File: src/logic/decoder_consts.vh
`ifndef DECODER_CONSTS_VH
`define DECODER_CONSTS_VH

// Register byte offsets
`define REG_INSTR 5'h00
`define REG_OPERAND 5'h04
`define REG_CTRL 5'h08
`define REG_CLASS 5'h0C
`define REG_FIELDS 5'h10

// Reset values
`define INSTR_RST 14'h0000
`define OPERAND_RST 8'h00
`define CTRL_RST 1'b0

// Instruction groups (top two bits)
`define GRP_BYTE 2'h0
`define GRP_BIT 2'h1
`define GRP_JUMP 2'h2
`define GRP_LIT 2'h3

// Instruction field positions
`define F_GRP_HI 13
`define F_GRP_LO 12
`define F_OPC_HI 11
`define F_OPC_LO 8
`define F_DEST 7
`define F_FILE_HI 6
`define F_BIT_HI 9
`define F_BIT_LO 7
`define F_BITOP_HI 11
`define F_BITOP_LO 10
`define F_JUMP_SEL 11
`define F_TGT_HI 10
`define F_LIT_HI 7

// Byte group operation codes
`define BOP_CTRL 4'h0
`define BOP_CLEAR 4'h1
`define BOP_SUB 4'h2
`define BOP_DEC 4'h3
`define BOP_OR 4'h4
`define BOP_AND 4'h5
`define BOP_XOR 4'h6
`define BOP_ADD 4'h7
`define BOP_MOVE 4'h8
`define BOP_COMP 4'h9
`define BOP_INC 4'hA
`define BOP_DECSKIP 4'hB
`define BOP_ROTR 4'hC
`define BOP_ROTL 4'hD
`define BOP_SWAP 4'hE
`define BOP_INCSKIP 4'hF

// Bit group operation codes
`define BITOP_CLEAR 2'h0
`define BITOP_SET 2'h1
`define BITOP_SKIPCLR 2'h2
`define BITOP_SKIPSET 2'h3

// Fixed control words, low seven bits
`define CW_RETURN 7'h08
`define CW_RETINT 7'h09
`define CW_STANDBY 7'h63
`define CW_WDOG 7'h64
`define CW_NOP_MASK 7'h1F
`define CW_NOP_VAL 7'h00

// Operation identifiers
`define OP_NOP 6'h00
`define OP_ADD_WORK_FILE 6'h01
`define OP_AND_WORK_FILE 6'h02
`define OP_CLEAR_FILE 6'h03
`define OP_CLEAR_WORK 6'h04
`define OP_COMP_FILE 6'h05
`define OP_DEC_FILE 6'h06
`define OP_DEC_SKIP_ZERO 6'h07
`define OP_INC_FILE 6'h08
`define OP_INC_SKIP_ZERO 6'h09
`define OP_OR_WORK_FILE 6'h0A
`define OP_MOVE_FILE 6'h0B
`define OP_MOVE_WORK_FILE 6'h0C
`define OP_ROT_LEFT 6'h0D
`define OP_ROT_RIGHT 6'h0E
`define OP_SUB_WORK_FILE 6'h0F
`define OP_SWAP_FILE 6'h10
`define OP_XOR_WORK_FILE 6'h11
`define OP_BIT_CLEAR 6'h12
`define OP_BIT_SET 6'h13
`define OP_TEST_SKIP_CLR 6'h14
`define OP_TEST_SKIP_SET 6'h15
`define OP_ADD_LIT 6'h16
`define OP_AND_LIT 6'h17
`define OP_CALL 6'h18
`define OP_WDOG_CLEAR 6'h19
`define OP_JUMP 6'h1A
`define OP_OR_LIT 6'h1B
`define OP_MOVE_LIT 6'h1C
`define OP_RET_INT 6'h1D
`define OP_RET_LIT 6'h1E
`define OP_RETURN 6'h1F
`define OP_STANDBY 6'h20
`define OP_SUB_FROM_LIT 6'h21
`define OP_XOR_LIT 6'h22
`define OP_ILLEGAL 6'h3F

// Flag mask bits {carry, digit carry, zero, timeout, powerdown}
`define FM_NONE 5'h00
`define FM_ARITH 5'h1C
`define FM_ZERO 5'h04
`define FM_CARRY 5'h10
`define FM_POWER 5'h03

// Special file addresses
`define ADDR_TIMER0 7'h01
`define ADDR_PORT_LO 7'h05
`define ADDR_PORT_HI 7'h09

// Cycle counts
`define CYC_ONE 2'h1
`define CYC_TWO 2'h2

// Class register field positions
`define CL_GROUP 0
`define CL_OP 2
`define CL_DEST 8
`define CL_CYC 9
`define CL_SKIP 11
`define CL_PCMOD 12
`define CL_PINS 13
`define CL_PRESC 14
`define CL_ILLEGAL 15
`define CL_FLAGS 16
`define CL_RET 21

// Fields register positions
`define FD_FILE 0
`define FD_BIT 7
`define FD_LIT 10
`define FD_TGT 18

`endif

File: src/logic/instr_classify.v
`timescale 1ns/1ps
`include "decoder_consts.vh"

module instr_classify (
	// Instruction word
	input wire [13:0] word,
	// Classification
	output reg [1:0] group,
	output reg [5:0] op_id
);

	wire [3:0] bop;
	wire [1:0] bitop;
	wire [6:0] low7;

	assign bop = word[`F_OPC_HI:`F_OPC_LO];
	assign bitop = word[`F_BITOP_HI:`F_BITOP_LO];
	assign low7 = word[`F_FILE_HI:0];

	// Map the word onto one operation identifier
	always @* begin
		group = word[`F_GRP_HI:`F_GRP_LO];
		op_id = `OP_ILLEGAL;
		case (word[`F_GRP_HI:`F_GRP_LO])
			`GRP_BYTE: begin
				case (bop)
					`BOP_CTRL: begin
						if (word[`F_DEST])
							op_id = `OP_MOVE_WORK_FILE;
						else if ((low7 & `CW_NOP_MASK) == `CW_NOP_VAL)
							op_id = `OP_NOP;
						else if (low7 == `CW_RETURN)
							op_id = `OP_RETURN;
						else if (low7 == `CW_RETINT)
							op_id = `OP_RET_INT;
						else if (low7 == `CW_STANDBY)
							op_id = `OP_STANDBY;
						else if (low7 == `CW_WDOG)
							op_id = `OP_WDOG_CLEAR;
						else
							op_id = `OP_ILLEGAL;
					end
					`BOP_CLEAR: op_id = word[`F_DEST] ? `OP_CLEAR_FILE : `OP_CLEAR_WORK;
					`BOP_SUB: op_id = `OP_SUB_WORK_FILE;
					`BOP_DEC: op_id = `OP_DEC_FILE;
					`BOP_OR: op_id = `OP_OR_WORK_FILE;
					`BOP_AND: op_id = `OP_AND_WORK_FILE;
					`BOP_XOR: op_id = `OP_XOR_WORK_FILE;
					`BOP_ADD: op_id = `OP_ADD_WORK_FILE;
					`BOP_MOVE: op_id = `OP_MOVE_FILE;
					`BOP_COMP: op_id = `OP_COMP_FILE;
					`BOP_INC: op_id = `OP_INC_FILE;
					`BOP_DECSKIP: op_id = `OP_DEC_SKIP_ZERO;
					`BOP_ROTR: op_id = `OP_ROT_RIGHT;
					`BOP_ROTL: op_id = `OP_ROT_LEFT;
					`BOP_SWAP: op_id = `OP_SWAP_FILE;
					default: op_id = `OP_INC_SKIP_ZERO;
				endcase
			end
			`GRP_BIT: begin
				case (bitop)
					`BITOP_CLEAR: op_id = `OP_BIT_CLEAR;
					`BITOP_SET: op_id = `OP_BIT_SET;
					`BITOP_SKIPCLR: op_id = `OP_TEST_SKIP_CLR;
					default: op_id = `OP_TEST_SKIP_SET;
				endcase
			end
			`GRP_JUMP: begin
				op_id = word[`F_JUMP_SEL] ? `OP_JUMP : `OP_CALL;
			end
			default: begin
				casez (bop)
					4'b00??: op_id = `OP_MOVE_LIT;
					4'b01??: op_id = `OP_RET_LIT;
					4'b1000: op_id = `OP_OR_LIT;
					4'b1001: op_id = `OP_AND_LIT;
					4'b1010: op_id = `OP_XOR_LIT;
					4'b110?: op_id = `OP_SUB_FROM_LIT;
					4'b111?: op_id = `OP_ADD_LIT;
					default: op_id = `OP_ILLEGAL;
				endcase
			end
		endcase
	end

endmodule // instr_classify

File: src/logic/risc_instruction_decoder.v
// Notes on behaviour
// - Top bits 00: opcode, destination, file address
// - Add, subtract hit C,DC,Z; logic ops Z
// - Rotates pass through carry, change carry only
// - Decrement/increment skip on zero, no flags
// - Bit tests skip on clear or set
// - Literal ops use low byte, decode patterns
// - Subtract-from-literal updates C, DC, Z
// - Return with literal loads W, two cycles
// - Standby and watchdog clear touch timeout, powerdown
// - Port read-modify-write reads pins, not latch
// - Timer write clears assigned prescaler
// - PC change or true test: two cycles
//
// The placing of the registers and register access over Avalon-MM were left to the implementer.
`timescale 1ns/1ps
`include "decoder_consts.vh"

module risc_instruction_decoder (
	// Clock and reset
	input wire clk_sys,
	input wire reset_n,
	// Avalon-MM slave
	input wire [4:0] avs_address,
	input wire [3:0] avs_byteenable,
	input wire avs_read,
	input wire avs_write,
	input wire [31:0] avs_writedata,
	output wire [31:0] avs_readdata,
	output wire avs_waitrequest
);

	////////////////////////////////////////////////////////////////////////////////
	// Functions

	// Flags that each operation updates
	function [4:0] flag_mask;
		input [5:0] op;
		begin
			case (op)
				`OP_ADD_WORK_FILE,
				`OP_SUB_WORK_FILE,
				`OP_ADD_LIT,
				`OP_SUB_FROM_LIT: flag_mask = `FM_ARITH;
				`OP_ROT_LEFT,
				`OP_ROT_RIGHT: flag_mask = `FM_CARRY;
				`OP_AND_WORK_FILE,
				`OP_OR_WORK_FILE,
				`OP_XOR_WORK_FILE,
				`OP_CLEAR_FILE,
				`OP_CLEAR_WORK,
				`OP_COMP_FILE,
				`OP_DEC_FILE,
				`OP_INC_FILE,
				`OP_MOVE_FILE,
				`OP_OR_LIT,
				`OP_AND_LIT,
				`OP_XOR_LIT: flag_mask = `FM_ZERO;
				`OP_STANDBY,
				`OP_WDOG_CLEAR: flag_mask = `FM_POWER;
				default: flag_mask = `FM_NONE;
			endcase
		end
	endfunction

	// True for addresses of the I/O port registers
	function is_port;
		input [6:0] addr;
		begin
			is_port = (addr >= `ADDR_PORT_LO) && (addr <= `ADDR_PORT_HI);
		end
	endfunction

	// Merge write data into a register by byte lanes
	function [31:0] lane_merge;
		input [31:0] old;
		input [31:0] data;
		input [3:0] be;
		integer i;
		begin
			lane_merge = old;
			for (i = 0; i < 4; i = i + 1) begin
				if (be[i])
					lane_merge[i*8 +: 8] = data[i*8 +: 8];
			end
		end
	endfunction

	////////////////////////////////////////////////////////////////////////////////
	// Reset release

	reg rst_meta_q;
	reg rst_sync_q;

	// Assert at once, release after two edges
	always @(posedge clk_sys or negedge reset_n) begin
		if (!reset_n) begin
			rst_meta_q <= 1'b0;
			rst_sync_q <= 1'b0;
		end else begin
			rst_meta_q <= 1'b1;
			rst_sync_q <= rst_meta_q;
		end
	end

	////////////////////////////////////////////////////////////////////////////////
	// Software registers

	reg [13:0] instr_q;
	reg [7:0] operand_q;
	reg presc_t0_q;
	reg ack_q;
	reg [31:0] readdata_q;
	wire access;
	wire wr_take;
	wire [31:0] instr_merged;
	wire [31:0] operand_merged;
	wire [31:0] ctrl_merged;

	assign access = avs_read | avs_write;
	// One wait cycle on every access
	assign avs_waitrequest = access & ~ack_q;
	assign wr_take = avs_write & ack_q;
	assign avs_readdata = readdata_q;

	assign instr_merged = lane_merge({18'h00000, instr_q}, avs_writedata, avs_byteenable);
	assign operand_merged = lane_merge({24'h000000, operand_q}, avs_writedata, avs_byteenable);
	assign ctrl_merged = lane_merge({31'h00000000, presc_t0_q}, avs_writedata, avs_byteenable);

	// Bus handshake and register writes
	always @(posedge clk_sys or negedge rst_sync_q) begin
		if (!rst_sync_q) begin
			ack_q <= 1'b0;
			instr_q <= `INSTR_RST;
			operand_q <= `OPERAND_RST;
			presc_t0_q <= `CTRL_RST;
		end else begin
			ack_q <= access & ~ack_q;
			if (wr_take) begin
				case (avs_address)
					`REG_INSTR: instr_q <= instr_merged[13:0];
					`REG_OPERAND: operand_q <= operand_merged[7:0];
					`REG_CTRL: presc_t0_q <= ctrl_merged[0];
					default: ; // Read-only or unmapped: ignored
				endcase
			end
		end
	end

	////////////////////////////////////////////////////////////////////////////////
	// Field extraction

	wire [1:0] group;
	wire [5:0] op_id;
	wire dest_bit;
	wire [6:0] file_addr;
	wire [2:0] bit_idx;
	wire [7:0] literal;
	wire [10:0] target;

	instr_classify u_classify (
		.word(instr_q),
		.group(group),
		.op_id(op_id)
	);

	assign dest_bit = instr_q[`F_DEST];
	assign file_addr = instr_q[`F_FILE_HI:0];
	assign bit_idx = instr_q[`F_BIT_HI:`F_BIT_LO];
	assign literal = instr_q[`F_LIT_HI:0];
	assign target = instr_q[`F_TGT_HI:0];

	////////////////////////////////////////////////////////////////////////////////
	// Decode results

	reg dest_file;
	reg writes_file;
	reg reads_file;
	reg pc_mod;
	reg returns;
	reg skip;
	reg [1:0] cycles;
	reg pins_read;
	reg presc_clr;
	reg illegal;
	reg [4:0] flags;
	wire [7:0] dec_val;
	wire [7:0] inc_val;
	wire tested_bit;

	assign dec_val = operand_q - 8'h01;
	assign inc_val = operand_q + 8'h01;
	assign tested_bit = operand_q[bit_idx];

	// Destination, control flow, skip and side effects
	always @* begin
		dest_file = 1'b0;
		writes_file = 1'b0;
		reads_file = 1'b0;
		pc_mod = 1'b0;
		returns = 1'b0;
		skip = 1'b0;
		illegal = (op_id == `OP_ILLEGAL);
		flags = flag_mask(op_id);
		case (group)
			`GRP_BYTE: begin
				// Bit 7 set sends the result back to the file
				dest_file = dest_bit;
				writes_file = dest_bit && !illegal && (op_id != `OP_NOP);
				reads_file = (op_id != `OP_MOVE_WORK_FILE) && (op_id != `OP_CLEAR_FILE);
				if (op_id == `OP_DEC_SKIP_ZERO)
					skip = (dec_val == 8'h00);
				if (op_id == `OP_INC_SKIP_ZERO)
					skip = (inc_val == 8'h00);
				if ((op_id == `OP_RETURN) || (op_id == `OP_RET_INT)) begin
					pc_mod = 1'b1;
					returns = 1'b1;
					dest_file = 1'b0;
					writes_file = 1'b0;
				end
				if ((op_id == `OP_STANDBY) || (op_id == `OP_WDOG_CLEAR)) begin
					dest_file = 1'b0;
					writes_file = 1'b0;
				end
			end
			`GRP_BIT: begin
				reads_file = 1'b1;
				if ((op_id == `OP_BIT_CLEAR) || (op_id == `OP_BIT_SET)) begin
					dest_file = 1'b1;
					writes_file = 1'b1;
				end
				if (op_id == `OP_TEST_SKIP_CLR)
					skip = ~tested_bit;
				if (op_id == `OP_TEST_SKIP_SET)
					skip = tested_bit;
			end
			`GRP_JUMP: begin
				pc_mod = 1'b1;
			end
			default: begin
				if (op_id == `OP_RET_LIT) begin
					pc_mod = 1'b1;
					returns = 1'b1;
				end
			end
		endcase
		// Port rewrite takes its operand from the pins
		pins_read = writes_file && reads_file && is_port(file_addr);
		// Writing the timer register clears its prescaler
		presc_clr = writes_file && (file_addr == `ADDR_TIMER0) && presc_t0_q;
		// Taken branch or true test costs a trailing no-op cycle
		cycles = (pc_mod || skip) ? `CYC_TWO : `CYC_ONE;
	end

	////////////////////////////////////////////////////////////////////////////////
	// Read data

	reg [31:0] class_word;
	reg [31:0] field_word;
	reg [31:0] read_mux;

	// Pack decode results into the status words
	always @* begin
		class_word = 32'h00000000;
		class_word[`CL_GROUP +: 2] = group;
		class_word[`CL_OP +: 6] = op_id;
		class_word[`CL_DEST] = dest_file;
		class_word[`CL_CYC +: 2] = cycles;
		class_word[`CL_SKIP] = skip;
		class_word[`CL_PCMOD] = pc_mod;
		class_word[`CL_PINS] = pins_read;
		class_word[`CL_PRESC] = presc_clr;
		class_word[`CL_ILLEGAL] = illegal;
		class_word[`CL_FLAGS +: 5] = flags;
		class_word[`CL_RET] = returns;
		field_word = 32'h00000000;
		field_word[`FD_FILE +: 7] = file_addr;
		field_word[`FD_BIT +: 3] = bit_idx;
		field_word[`FD_LIT +: 8] = literal;
		field_word[`FD_TGT +: 11] = target;
	end

	// Select the register addressed by the bus
	always @* begin
		case (avs_address)
			`REG_INSTR: read_mux = {18'h00000, instr_q};
			`REG_OPERAND: read_mux = {24'h000000, operand_q};
			`REG_CTRL: read_mux = {31'h00000000, presc_t0_q};
			`REG_CLASS: read_mux = class_word;
			`REG_FIELDS: read_mux = field_word;
			default: read_mux = 32'h00000000;
		endcase
	end

	// Capture read data during the wait cycle
	always @(posedge clk_sys or negedge rst_sync_q) begin
		if (!rst_sync_q)
			readdata_q <= 32'h00000000;
		else if (avs_read && !ack_q)
			readdata_q <= read_mux;
	end

endmodule // risc_instruction_decoder

File: config.mk
export PLATFORM = sky130hd
export DESIGN_NAME = risc_instruction_decoder
export DESIGN_NICKNAME = d
export VERILOG_FILES = /design/src/logic/instr_classify.v /design/src/logic/risc_instruction_decoder.v
export VERILOG_INCLUDE_DIRS = /design/src /design/src/logic
export SDC_FILE = /design/constraint.sdc
export NUM_CORES = 1
export LEC_CHECK = 0
export BUFFER_PORTS_ARGS = -buffer_cell sky130_fd_sc_hd__buf_4
export CAP_MARGIN = 30
export CORE_AREA = 2 2 84 86
export DETAILED_ROUTE_END_ITERATION = 16
export DIE_AREA = 0 0 86 88
export PLACE_DENSITY_LB_ADDON = 0.12
export REMOVE_ABC_BUFFERS = 1
export SLEW_MARGIN = 10
export SYNTH_ARGS = -nofsm -noshare
export SYNTH_HDL_FRONTEND = slang
export SYNTH_SLANG_ARGS = --single-unit
File: constraint.sdc
create_clock -name clk_sys -period 2.35 [get_ports clk_sys]
set_input_delay 0.1175 -clock clk_sys [delete_from_list [all_inputs] [get_ports clk_sys]]
set_output_delay 0.1175 -clock clk_sys [all_outputs]
set_load 0.02 [all_outputs]
==> results of run 1 <==
## area by class of cell
| cell class | count | area [um^2] |
|---|---|---|
| Antenna cell | 1 | 2.502 |
| Clock buffer | 6 | 72.57 |
| Clock inverter | 2 | 38.79 |
| Fill cell | 440 | 1285 |
| Inverter | 10 | 45.04 |
| Multi-Input combinational cell | 299 | 2277 |
| Sequential cell | 55 | 1379 |
| Tap cell | 80 | 100.1 |
| Timing Repair Buffer | 174 | 1444 |
## stage by stage
stage | power [mW] | worst slack, ps | instance area [um^2]
after global placement | 2.490 | -724.2 | 4593
after detailed placement | 2.493 | -810.4 | 4593
after global routing | 3.936 | -952.1 | 5356
final | 3.783 | -774.5 | 5359
after floorplan | 1.707 | -1138 | 3381
after CTS | 3.390 | -645.5 | 5069
## how the worst max path moves through the flow
stage | endpoint | start | slack [ps]
global placement | avs_readdata[12]$_DFFE_PN0P_ | instr_q[9]$_DFFE_PN0P_ | -720
global route | avs_readdata[11]$_DFFE_PN0P_ | instr_q[9]$_DFFE_PN0P_ | -950
floorplan | avs_readdata[18]$_DFFE_PN0P_ | instr_q[9]$_DFFE_PN0P_ | -1140
CTS | avs_readdata[11]$_DFFE_PN0P_ | instr_q[8]$_DFFE_PN0P_ | -650
finish | avs_readdata[9]$_DFFE_PN0P_ | instr_q[9]$_DFFE_PN0P_ | -770
detailed placement | avs_readdata[12]$_DFFE_PN0P_ | instr_q[9]$_DFFE_PN0P_ | -810
## critical path, delay by kind of cell (launching register included)
| kind | cells | cell delay (ps) |
|---|---|---|
| flip-flops | 1 | 420 |
| AO/OA/AOI/OAI | 3 | 600 |
| buffers and inverters | 2 | 370 |
| AND/OR/NAND/NOR | 6 | 1470 |
| adder cells (fa/ha/maj) | 1 | 160 |
## cells in the mapped netlist, drive strengths merged (3+ instances only)
cell and number:
buf 12, nand2 50, and2 4, a21oi 27, mux2i 7, a22o 3
nor3 10, dfrtp 55, nand3 14, a32oi 3, o31ai 4, o21ai 31
mux2 18, and3 6, a31oi 3, nor2b 3, o22ai 4, nor2 27
or4 3, nor4b 3, nand4 5, nand2b 3, inv 10, a21o 4
clkbuf 21, ha 10, a222oi 9, nor4 8
## flip-flops by register name (all words and copies together) (netlist names)
register	cells
ack_q	1
avs_readdata	29
instr_q	14
operand_q	8
presc_t0_q	1
rst_meta_q	1
rst_sync_q	1
## power by group through the flow
| stage | clock network (mW) | logic (mW) | registers, mW |
|---|---|---|---|
| 6_report | 0.646 | 2.08 | 1.06 |
| 5_1_grt | 0.678 | 2.19 | 1.07 |
| 4_1_cts | 0.652 | 1.68 | 1.05 |
| 3_5_place_dp | 0 | 1.42 | 1.07 |
| 3_3_place_gp | 0 | 1.42 | 1.07 |
| 2_1_floorplan | 0 | 0.593 | 1.11 |
## per-layer routing
| metal | share of wire, % | wire length [um] |
|---|---|---|
| met4 | 3.2 | 387 |
| met1 | 41 | 5002 |
| met2 | 49 | 5900 |
| met5 | 0 | 0 |
| met3 | 6.4 | 777 |
## logic make-up (layout without fill, tap and decap cells)
logic type	after synthesis	in the layout
muxes	27	27
adders and majority gates	10	10
AOI/OAI and AO/OA	112	112
and+or+nand+nor	144	144
DFF	55	55
buffers and inverters	43	192
other	2	5
xor gates and xnor gates	2	2
## repair_timing
item	CTS	global route
resized for setup	59	47
buffers inserted	14	12
cloned	1	0
setup endpoints to repair	20	20
pin swaps	27	40
hold buffers	1	0
hold endpoints to repair	2	0
## placed cells by master, fill, tap and decap left out, types with 6 or more instances in the layout
| cell type | count |
|---|---|
| nor2_1 | 24 |
| mux2_2 | 18 |
| o21ai_0 | 16 |
| a21oi_2 | 7 |
| and3_1 | 6 |
| buf_6 | 24 |
| nand3_1 | 12 |
| buf_4 | 146 |
| dfrtp_1 | 53 |
| nand2_1 | 48 |
| a21oi_1 | 20 |
| a222oi_1 | 9 |
| inv_1 | 7 |
| mux2i_1 | 7 |
| o21ai_1 | 11 |
==> results.json, run 1 <==
{
  "fin_setup_tns_ps": -10890,
  "ios": 78,
  "drtIter0Drc": 389,
  "r2r_cells": 12,
  "p_clk_share_pct": 17.1,
  "route.detailed.wl_per_inst_um": 19.25,
  "die-area_um2": 7568,
  "max_freq_mhz": 320.0,
  "grt_pass1_wl_mm": 18.75,
  "antenna_found_initial": 1,
  "p_switching_mw": 1.430,
  "fp.dieW_um": 86,
  "path_clk_slew_ps": 100,
  "drtPass1Iterations": 5,
  "r2r-end": "avs_readdata[9]$_DFFE_PN0P_",
  "maxSlewViolCount": 0,
  "ys_async_sr_fraction_pct": 100.0,
  "violations": "setup timing",
  "gp_congestion": 0.9499,
  "clock_tree.root_cell": "clkbuf_8",
  "synth_top_area_share_pct": 38.92,
  "layoutNonFillerInstCount": 627,
  "area_delta_synth_final_pct": 51.56,
  "slowest_delay_ps": 420,
  "synth_top_family_by_area": "compound AO/OA/AOI/OAI gates",
  "ys_warn_count": 0,
  "yosys.area_share.simple_pct": 20.42,
  "core_area_um2": 6644,
  "swShare_pct": 37.80,
  "grt_use_met3_pct": 5.467,
  "cp_max_fo": 4,
  "die_y_um": 88,
  "hold_class": "in -> reg",
  "synth_area_um2": 3536,
  "worst_pin_slew_ps": 703.2,
  "intPower_mw": 2.353,
  "hold_viol_final": 0,
  "worstPathCellList": "nor4_4 > o41ai_4 > or3_4 > a222oi_1 > buf_4 > buf_6 > ha_4 > nor4b_4 > nand4_1 > nor3_2 > or3_1 > o31ai_1",
  "grtUsageMet2_pct": 53.35,
  "pwr-share-seq_pct": 28.0,
  "hold_path_end": "instr_q[8]$_DFFE_PN0P_",
  "dp_hpwl_mm": 8.647,
  "vias_per_cell": 6.169,
  "synth-edff-count": 0,
  "io_buffers": 54,
  "synth_xor_area_share_pct": 0.4954,
  "maxSlewHeadroom_pct": 53.12,
  "synth_top_cell_by_area": "dfrtp_1",
  "vias": 3868,
  "synth_fa_ha_area_share_pct": 3.539,
  "cpMaxStageDelayCell": "dfrtp_1",
  "cp.arrival_ps": 3330,
  "skew_ps": 12.11,
  "clk_latency_ps": 310,
  "rrSetupSlack_ps": -770,
  "maxCapViolCount": 0,
  "synth_ff_type": "dfrtp_1",
  "final_nets": 600,
  "met1_usage_pct": 41.60,
  "fp-row-count": 30,
  "vdd_drop_max_mv": 0.5573,
  "yosys-top-cells-area": "dfrtp_1, mux2_2, nand2_1",
  "pwr_density_cell_nw_per_um2": 705.9,
  "syn_inst": 395,
  "hold_path_startpoint": "avs_writedata[8]",
  "busiest_layer": "met2",
  "final_layout_size_suffix_gt1_share_pct": 47.07,
  "p_leak_nw": 2.470,
  "synth_seq_area_share_pct": 38.92,
  "status": "complete, but fails checks",
  "combPwrFrac_pct": 54.9,
  "finalSetupViolations": 20,
  "grt_max_degree": 33,
  "cts.sinks": 55,
  "holdWs_ps": 10.73,
  "yosysUniqueCellTypes": 65,
  "utilization_pct": 80.66,
  "syn_avg_cell_area_um2": 8.952,
  "critical_path_class": "reg -> reg",
  "cts_buffer_depth": 2,
  "initial_core_util_pct": 53.22,
  "synth-compound-area-share_pct": 21.76,
  "cts-buffers-inserted": 5,
  "r2r-start": "instr_q[9]$_DFFE_PN0P_",
  "tritoncts": "built",
  "grt_pass1_vias": 3667,
  "fin_crit_sh_pct": 133.0,
  "cp.required_ps": 2550,
  "grt-ovfl-total": 0,
  "rsz0062_at_grt": "yes",
  "hold_depth": 3,
  "htree_levels": 2,
  "gr-usage-all-layers_pct": 31.80,
  "ys_ff_latch": 55,
  "drc": 0,
  "synth_mux_area_share_pct": 8.988,
  "placed_cells": 592,
  "end_kind": "flop",
  "setup_slack_ps": -774.5,
  "crit_path_start_kind": "flop",
  "routed_wl_mm": 12.07,
  "antenna_left": 0,
  "period_needed_ps": 3125
}
(Power assumes the default switching activity.)
==> inputs of run 2 (changes only) <==
==> constraint.sdc (replaced) <==
create_clock -name clk_sys -period 2.35 [get_ports clk_sys]
set_input_delay 0.3525 -clock clk_sys [delete_from_list [all_inputs] [get_ports clk_sys]]
set_output_delay 0.3525 -clock clk_sys [all_outputs]
set_load 0.02 [all_outputs]
==> run 2 against run 1 <==
  * The flow still finishes with violations (setup timing)
  * Non-clock buffer count shrank 4
  * Sequential share of layout area rose by 0.37 points
  * Critical path depth increased by 3
  * Hold slack better by 230 ps
  * Register-to-register slack better by 50 ps
  * Via count rose by 0.47%
  * Wire length up 4.9%
  * Die area did not move
  * Clock skew down 5.1 ps
  * Largest power group unchanged
==> results.json, run 2 (synthesized netlist as in run 1, its figures left out) <==
{
  "routed_wl_mm": 12.65,
  "vias": 3886,
  "rsz0062_at_grt": "yes",
  "finalSetupViolations": 18,
  "grtUsageMet2_pct": 56.80,
  "fillers": 467,
  "ios": 78,
  "grt_use_met3_pct": 5.938,
  "busiest_layer": "met2",
  "p_leak_nw": 2.429,
  "gp_congestion": 0.9410,
  "grt_pass1_vias": 3767,
  "combPwrFrac_pct": 56.1,
  "clock_tree.root_cell": "clkbuf_8",
  "fp-row-count": 30,
  "layout_commonest_cell": "buf_4",
  "p_clk_share_pct": 14.9,
  "status": "complete, but fails checks",
  "final_layout_size_suffix_gt1_share_pct": 47.23,
  "antenna_found_initial": 1,
  "fp.dieW_um": 86,
  "final_nets": 596,
  "period_needed_ps": 3075,
  "pwr_density_cell_nw_per_um2": 693.6,
  "maxSlewHeadroom_pct": 47.91,
  "worst_pin_slew_ps": 781.3,
  "p_switching_mw": 1.455,
  "setup_slack_ps": -724.9,
  "hold_viol_final": 0,
  "maxCapViolCount": 0,
  "cts-buffers-inserted": 5,
  "cp.required_ps": 2570,
  "intPower_mw": 2.216,
  "clk_latency_ps": 310,
  "initial_core_util_pct": 53.22,
  "critical_path_class": "reg -> reg",
  "route.detailed.wl_per_inst_um": 20.34,
  "area_delta_synth_final_pct": 49.68,
  "dpl_worst_slack_ps": -769.6,
  "end_kind": "flop",
  "power_mw": 3.671,
  "cp_max_fo": 15,
  "grt_pass1_wl_mm": 19.31,
  "drc": 0,
  "skew_ps": 6.956,
  "crit_path_start_kind": "flop",
  "gr-usage-all-layers_pct": 32.89,
  "dp_hpwl_mm": 8.810,
  "cts.sinks": 55,
  "vdd_drop_max_mv": 0.4284,
  "io_buffers": 54,
  "holdWs_ps": 238.7,
  "die_y_um": 88,
  "cp.arrival_ps": 3290,
  "pwr-share-seq_pct": 29.0,
  "core_area_um2": 6644,
  "htree_levels": 2,
  "grt-ovfl-total": 0,
  "largest_reg_flops": 29,
  "met1_usage_pct": 40.89,
  "fin_crit_sh_pct": 130.8,
  "tritoncts": "built",
  "violations": "setup timing",
  "layoutNonFillerInstCount": 622,
  "diodes": 0,
  "maxSlewViolCount": 0,
  "placed_cells": 582,
  "layout_common_cells": "buf_4, dfrtp_1, nand2_1, nor2_1",
  "cts_buffer_depth": 2,
  "max_freq_mhz": 325.2,
  "hold_class": "in -> reg",
  "drtIter0Drc": 385,
  "die-area_um2": 7568,
  "antenna_left": 0,
  "drtPass1Iterations": 5,
  "path_clk_slew_ps": 110,
  "swShare_pct": 39.64,
  "grt_max_degree": 33,
  "vias_per_cell": 6.248
}
==> run 2: power groups by stage <==
| stage | clock network [mW] | registers [mW] | logic (mW) |
|---|---|---|---|
| 2_1_floorplan | 0 | 1.11 | 0.593 |
| 3_3_place_gp | 0 | 1.07 | 1.35 |
| 3_5_place_dp | 0 | 1.08 | 1.36 |
| 4_1_cts | 0.553 | 1.06 | 1.82 |
| 5_1_grt | 0.584 | 1.07 | 2.15 |
| 6_report | 0.549 | 1.06 | 2.06 |
==> run 2: stage by stage <==
| stage | instance area, um^2 | util [%] | setup TNS, ps |
|---|---|---|---|
| 2_1_floorplan | 3381 | - | -12870 |
| 5_1_grt | 5293 | 79.66 | -11920 |
| 3_3_place_gp | 4518 | 68.00 | -8057 |
| 4_1_cts | 5151 | 77.53 | -7683 |
| 3_5_place_dp | 4518 | 68.00 | -9003 |
| 6_report | 5293 | 79.66 | -9664 |
==> run 2: worst paths after layout <==
check                      cells past startpoint                   start  slack [ps]                          end
max                                           15  instr_q[8]$_DFFE_PN0P_        -720  avs_readdata[9]$_DFFE_PN0P_
min                                            3       avs_writedata[13]         240      instr_q[13]$_DFFE_PN0P_
max reg2reg                                   15  instr_q[8]$_DFFE_PN0P_        -720  avs_readdata[9]$_DFFE_PN0P_
min reg2reg                                    0    rst_sync_q$_DFF_PN0_         320              ack_q$_DFF_PN0_
max in group asynchronous                      1    rst_sync_q$_DFF_PN0_        1400       instr_q[9]$_DFFE_PN0P_
min in group asynchronous                      0    rst_sync_q$_DFF_PN0_         320              ack_q$_DFF_PN0_
==> run 2: area by class of cell <==
class	instances	area, um^2	area share, %
Multi-Input combinational cell	299	2286	43.19
Timing Repair Buffer	170	1391	26.29
Clock buffer	5	68.82	1.300
Sequential cell	55	1381	26.10
Inverter	10	42.54	0.8038
Clock inverter	3	22.52	0.4255
Tap cell	80	100.1	1.891
==> run 2: repair_timing <==
| action | 4_1_cts | 5_1_grt |
|---|---|---|
| hold buffers | 1 | 0 |
| resized for setup | 84 | 21 |
| cloned | 1 | 0 |
| hold endpoints to repair | 2 | 0 |
| pin swaps | 57 | 24 |
| setup endpoints to repair | 19 | 20 |
| setup buffers | 24 | 9 |
==> run 2: routing by layer <==
layer | part of all wire [%] | routed length [um]
met3 | 7.9 | 998
met5 | 0.13 | 16
met2 | 50 | 6269
met4 | 3.4 | 434
met1 | 39 | 4935
==> run 2: critical path, stage by stage (launching register included) <==
cell      delay (ps)
dfrtp_1          410
buf_4            250
a21oi_1          120
o311ai_0         410
a31oi_1           80
a222oi_1         350
buf_4            220
buf_6            110
inv_4             40
ha_4             160
nand3_2           80
o21ai_2           80
nand2_1           90
nor4_2            50
or3_1            310
o31ai_1          210
==> inputs of run 3 (changes only) <==
--- a/config.mk
+++ b/config.mk
@@ -16,4 +16,5 @@
 export SLEW_MARGIN = 10
 export SYNTH_ARGS = -nofsm -noshare
 export SYNTH_HDL_FRONTEND = slang
+export SYNTH_HIERARCHICAL = 1
 export SYNTH_SLANG_ARGS = --single-unit
==> run 3 against run 2 <==
  * The run still ends with setup timing left
  * Hold slack better by 26 ps
  * Clock power is 2% lower
  * Highest routed layer is now met4
  * Clock skew shrank 1.7 ps
  * First-iteration DRC count up 17%
  * Register-to-register slack improved by 370 ps
  * Combinational power fell by 17%
  * Sequential power is essentially flat
  * Sequential cell count stayed put
==> results.json, run 3 <==
{
  "status": "complete, but fails checks",
  "violations": "setup timing",
  "critical_path_class": "reg -> reg",
  "synth_top_area_share_pct": 38.19,
  "pwr_density_cell_nw_per_um2": 653.2,
  "ys_warn_count": 6,
  "maxSlewHeadroom_pct": 45.55,
  "drtIter0Drc": 450,
  "yosys-top-cells-area": "dfrtp_1, mux2_2, nand2_1",
  "die_y_um": 88,
  "cp_max_fo": 4,
  "ys_async_sr_fraction_pct": 100.0,
  "maxSlewViolCount": 0,
  "synth_seq_area_share_pct": 38.19,
  "grt_max_degree": 39,
  "skew_ps": 5.215,
  "vias": 3674,
  "syn_inst": 384,
  "final_nets": 561,
  "slowest_delay_ps": 450,
  "grt_pass1_wl_mm": 17.97,
  "dpl_cell_area_um2": 4521,
  "drc": 0,
  "setup_slack_ps": -359.5,
  "tritoncts": "built",
  "end_kind": "flop",
  "dpl_worst_slack_ps": -463.4,
  "synth.most_common_cell": "dfrtp_1",
  "yosysUniqueCellTypes": 71,
  "layout_common_cells": "buf_4, nand2_1, dfrtp_1, mux2_2",
  "diodes": 0,
  "cpMostUsedCell": "buf_4",
  "fin_crit_sh_pct": 115.3,
  "gp_congestion": 1.043,
  "hold_class": "in -> reg",
  "ys_ff_latch": 55,
  "cts-buffers-inserted": 5,
  "vdd_drop_max_mv": 0.4234,
  "cts_buffer_depth": 2,
  "drtPass1Iterations": 8,
  "final_layout_size_suffix_gt1_share_pct": 46.26,
  "p_leak_nw": 2.272,
  "rsz0062_at_grt": "yes",
  "syn_avg_cell_area_um2": 9.384,
  "worstPathCellList": "nor3_4 > a2111oi_4 > buf_4 > buf_4 > a311oi_2 > nor2_2 > nand4b_1 > nor3_2 > a41oi_1 > a2bb2oi_2 > a221o_1",
  "synth_area_um2": 3603,
  "final_area_um2": 5070,
  "area_delta_synth_final_pct": 40.69,
  "maxCapViolCount": 0,
  "clk_latency_ps": 310,
  "path_clk_slew_ps": 100,
  "ios": 78,
  "max_freq_mhz": 369.1,
  "worst_pin_slew_ps": 816.8,
  "dp_hpwl_mm": 7.967,
  "synth-edff-count": 0,
  "initial_core_util_pct": 54.24,
  "cp.arrival_ps": 2910,
  "vias_per_cell": 6.248,
  "cpMaxStageDelayCell": "dfrtp_2",
  "routed_wl_mm": 11.45,
  "crit_path_start_kind": "flop",
  "fp-row-count": 30,
  "fp.dieW_um": 86,
  "antenna_found_initial": 0,
  "largest_reg_flops": 29,
  "core_area_um2": 6644,
  "clock_tree.root_cell": "clkbuf_8",
  "route.detailed.wl_per_inst_um": 19.47,
  "synth_ff_type": "dfrtp_1",
  "finalSetupViolations": 15,
  "die-area_um2": 7568,
  "io_buffers": 54,
  "grt-ovfl-total": 0,
  "period_needed_ps": 2710,
  "layout_commonest_cell": "buf_4",
  "antenna_left": 0,
  "htree_levels": 2,
  "cp.required_ps": 2550,
  "synth_top_cell_by_area": "dfrtp_1",
  "gr-usage-all-layers_pct": 30.55,
  "hold_viol_final": 0,
  "cts.sinks": 55,
  "fillers": 450,
  "grt_pass1_vias": 3600,
  "synth_top_cells_by_count": "dfrtp_1, nand2_1, o21ai_0"
}
## run 3: what timing repair did
item	in CTS	in global routing
setup buffers	13	2
pin swaps	33	19
resized for setup	57	26
hold endpoints to repair	2	0
hold buffers	1	0
endpoints found under the setup margin	15	18
## run 3: cells by family (layout without fill, tap and decap cells)
family	count (synthesis)	count (layout)	share of synthesized area (%)
compound gates	101	101	20.31
xor+xnor	2	2	0.4862
fa+ha+maj	9	9	3.125
buf+inv	40	162	5.277
flops	55	55	38.19
mux	35	35	11.63
other cells	2	4	0.2084
simple gates	140	140	20.76
## run 3: area by class of cell
| cell class | count | area [um^2] | area share (%) |
|---|---|---|---|
| clock buffers | 5 | 68.82 | 1.357 |
| clock inverters | 3 | 25.02 | 0.4936 |
| inverters | 10 | 37.54 | 0.7404 |
| multi-input cells | 291 | 2310 | 45.56 |
| flip-flops and latches | 55 | 1388 | 27.37 |
| well taps | 80 | 100.1 | 1.974 |
| repair buffers | 144 | 1141 | 22.51 |
## run 3: power by group
part	internal, mW	switching, mW	leakage, nW	total, mW
clock network	0.214	0.325	0.0443	0.539
registers	0.990	0.0797	0.739	1.07
logic	0.864	0.839	1.49	1.70
total	2.07	1.24	2.27	3.31
## run 3: per-stage QoR
stage | hold slack, ps | cells | utilization (%) | total power, mW | TNS (ps)
detailed placement | 136.8 | 564 | 68.04 | 2.299 | -5040
floorplan | 56.91 | 356 | - | 1.714 | -5696
global placement | 134.5 | 564 | 68.04 | 2.276 | -4800
CTS | 262.2 | 586 | 74.90 | 3.173 | -3546
global route | 259.8 | 588 | 76.31 | 3.455 | -5259
finish | 264.5 | 588 | 76.31 | 3.312 | -3609
## run 3: worst paths after layout
path,start,endpoint,slack (ps),cells after the start
setup reg to reg,instr_q[0]$_DFFE_PN0P_,avs_readdata[9]$_DFFE_PN0P_,-360,11
max in group asynchronous,rst_sync_q$_DFF_PN0_,instr_q[0]$_DFFE_PN0P_,1280,1
setup / recovery,instr_q[0]$_DFFE_PN0P_,avs_readdata[9]$_DFFE_PN0P_,-360,11
min in group asynchronous,reset_n,rst_sync_q$_DFF_PN0_,340,2
hold reg to reg,rst_meta_q$_DFF_PN0_,rst_sync_q$_DFF_PN0_,360,0
hold / removal,avs_writedata[11],instr_q[11]$_DFFE_PN0P_,260,2
## run 3: critical path, delay by kind of cell (launching register included)
family | cells | cell delay, ps
flip-flops | 1 | 450
buffers and inverters | 2 | 310
AO/OA/AOI/OAI | 5 | 1000
AND/OR/NAND/NOR | 4 | 830
## run 3: metal layers
layer	vias to the layer above	routed length [um]	part of all wire [%]	global-route usage (%)
li1	1672	-	-	-
met1	1749	4613	40	37.74
met2	199	5393	47	50.25
met3	54	884	7.7	6.692
met4	0	558	4.9	16.02
met5	-	0	0	0
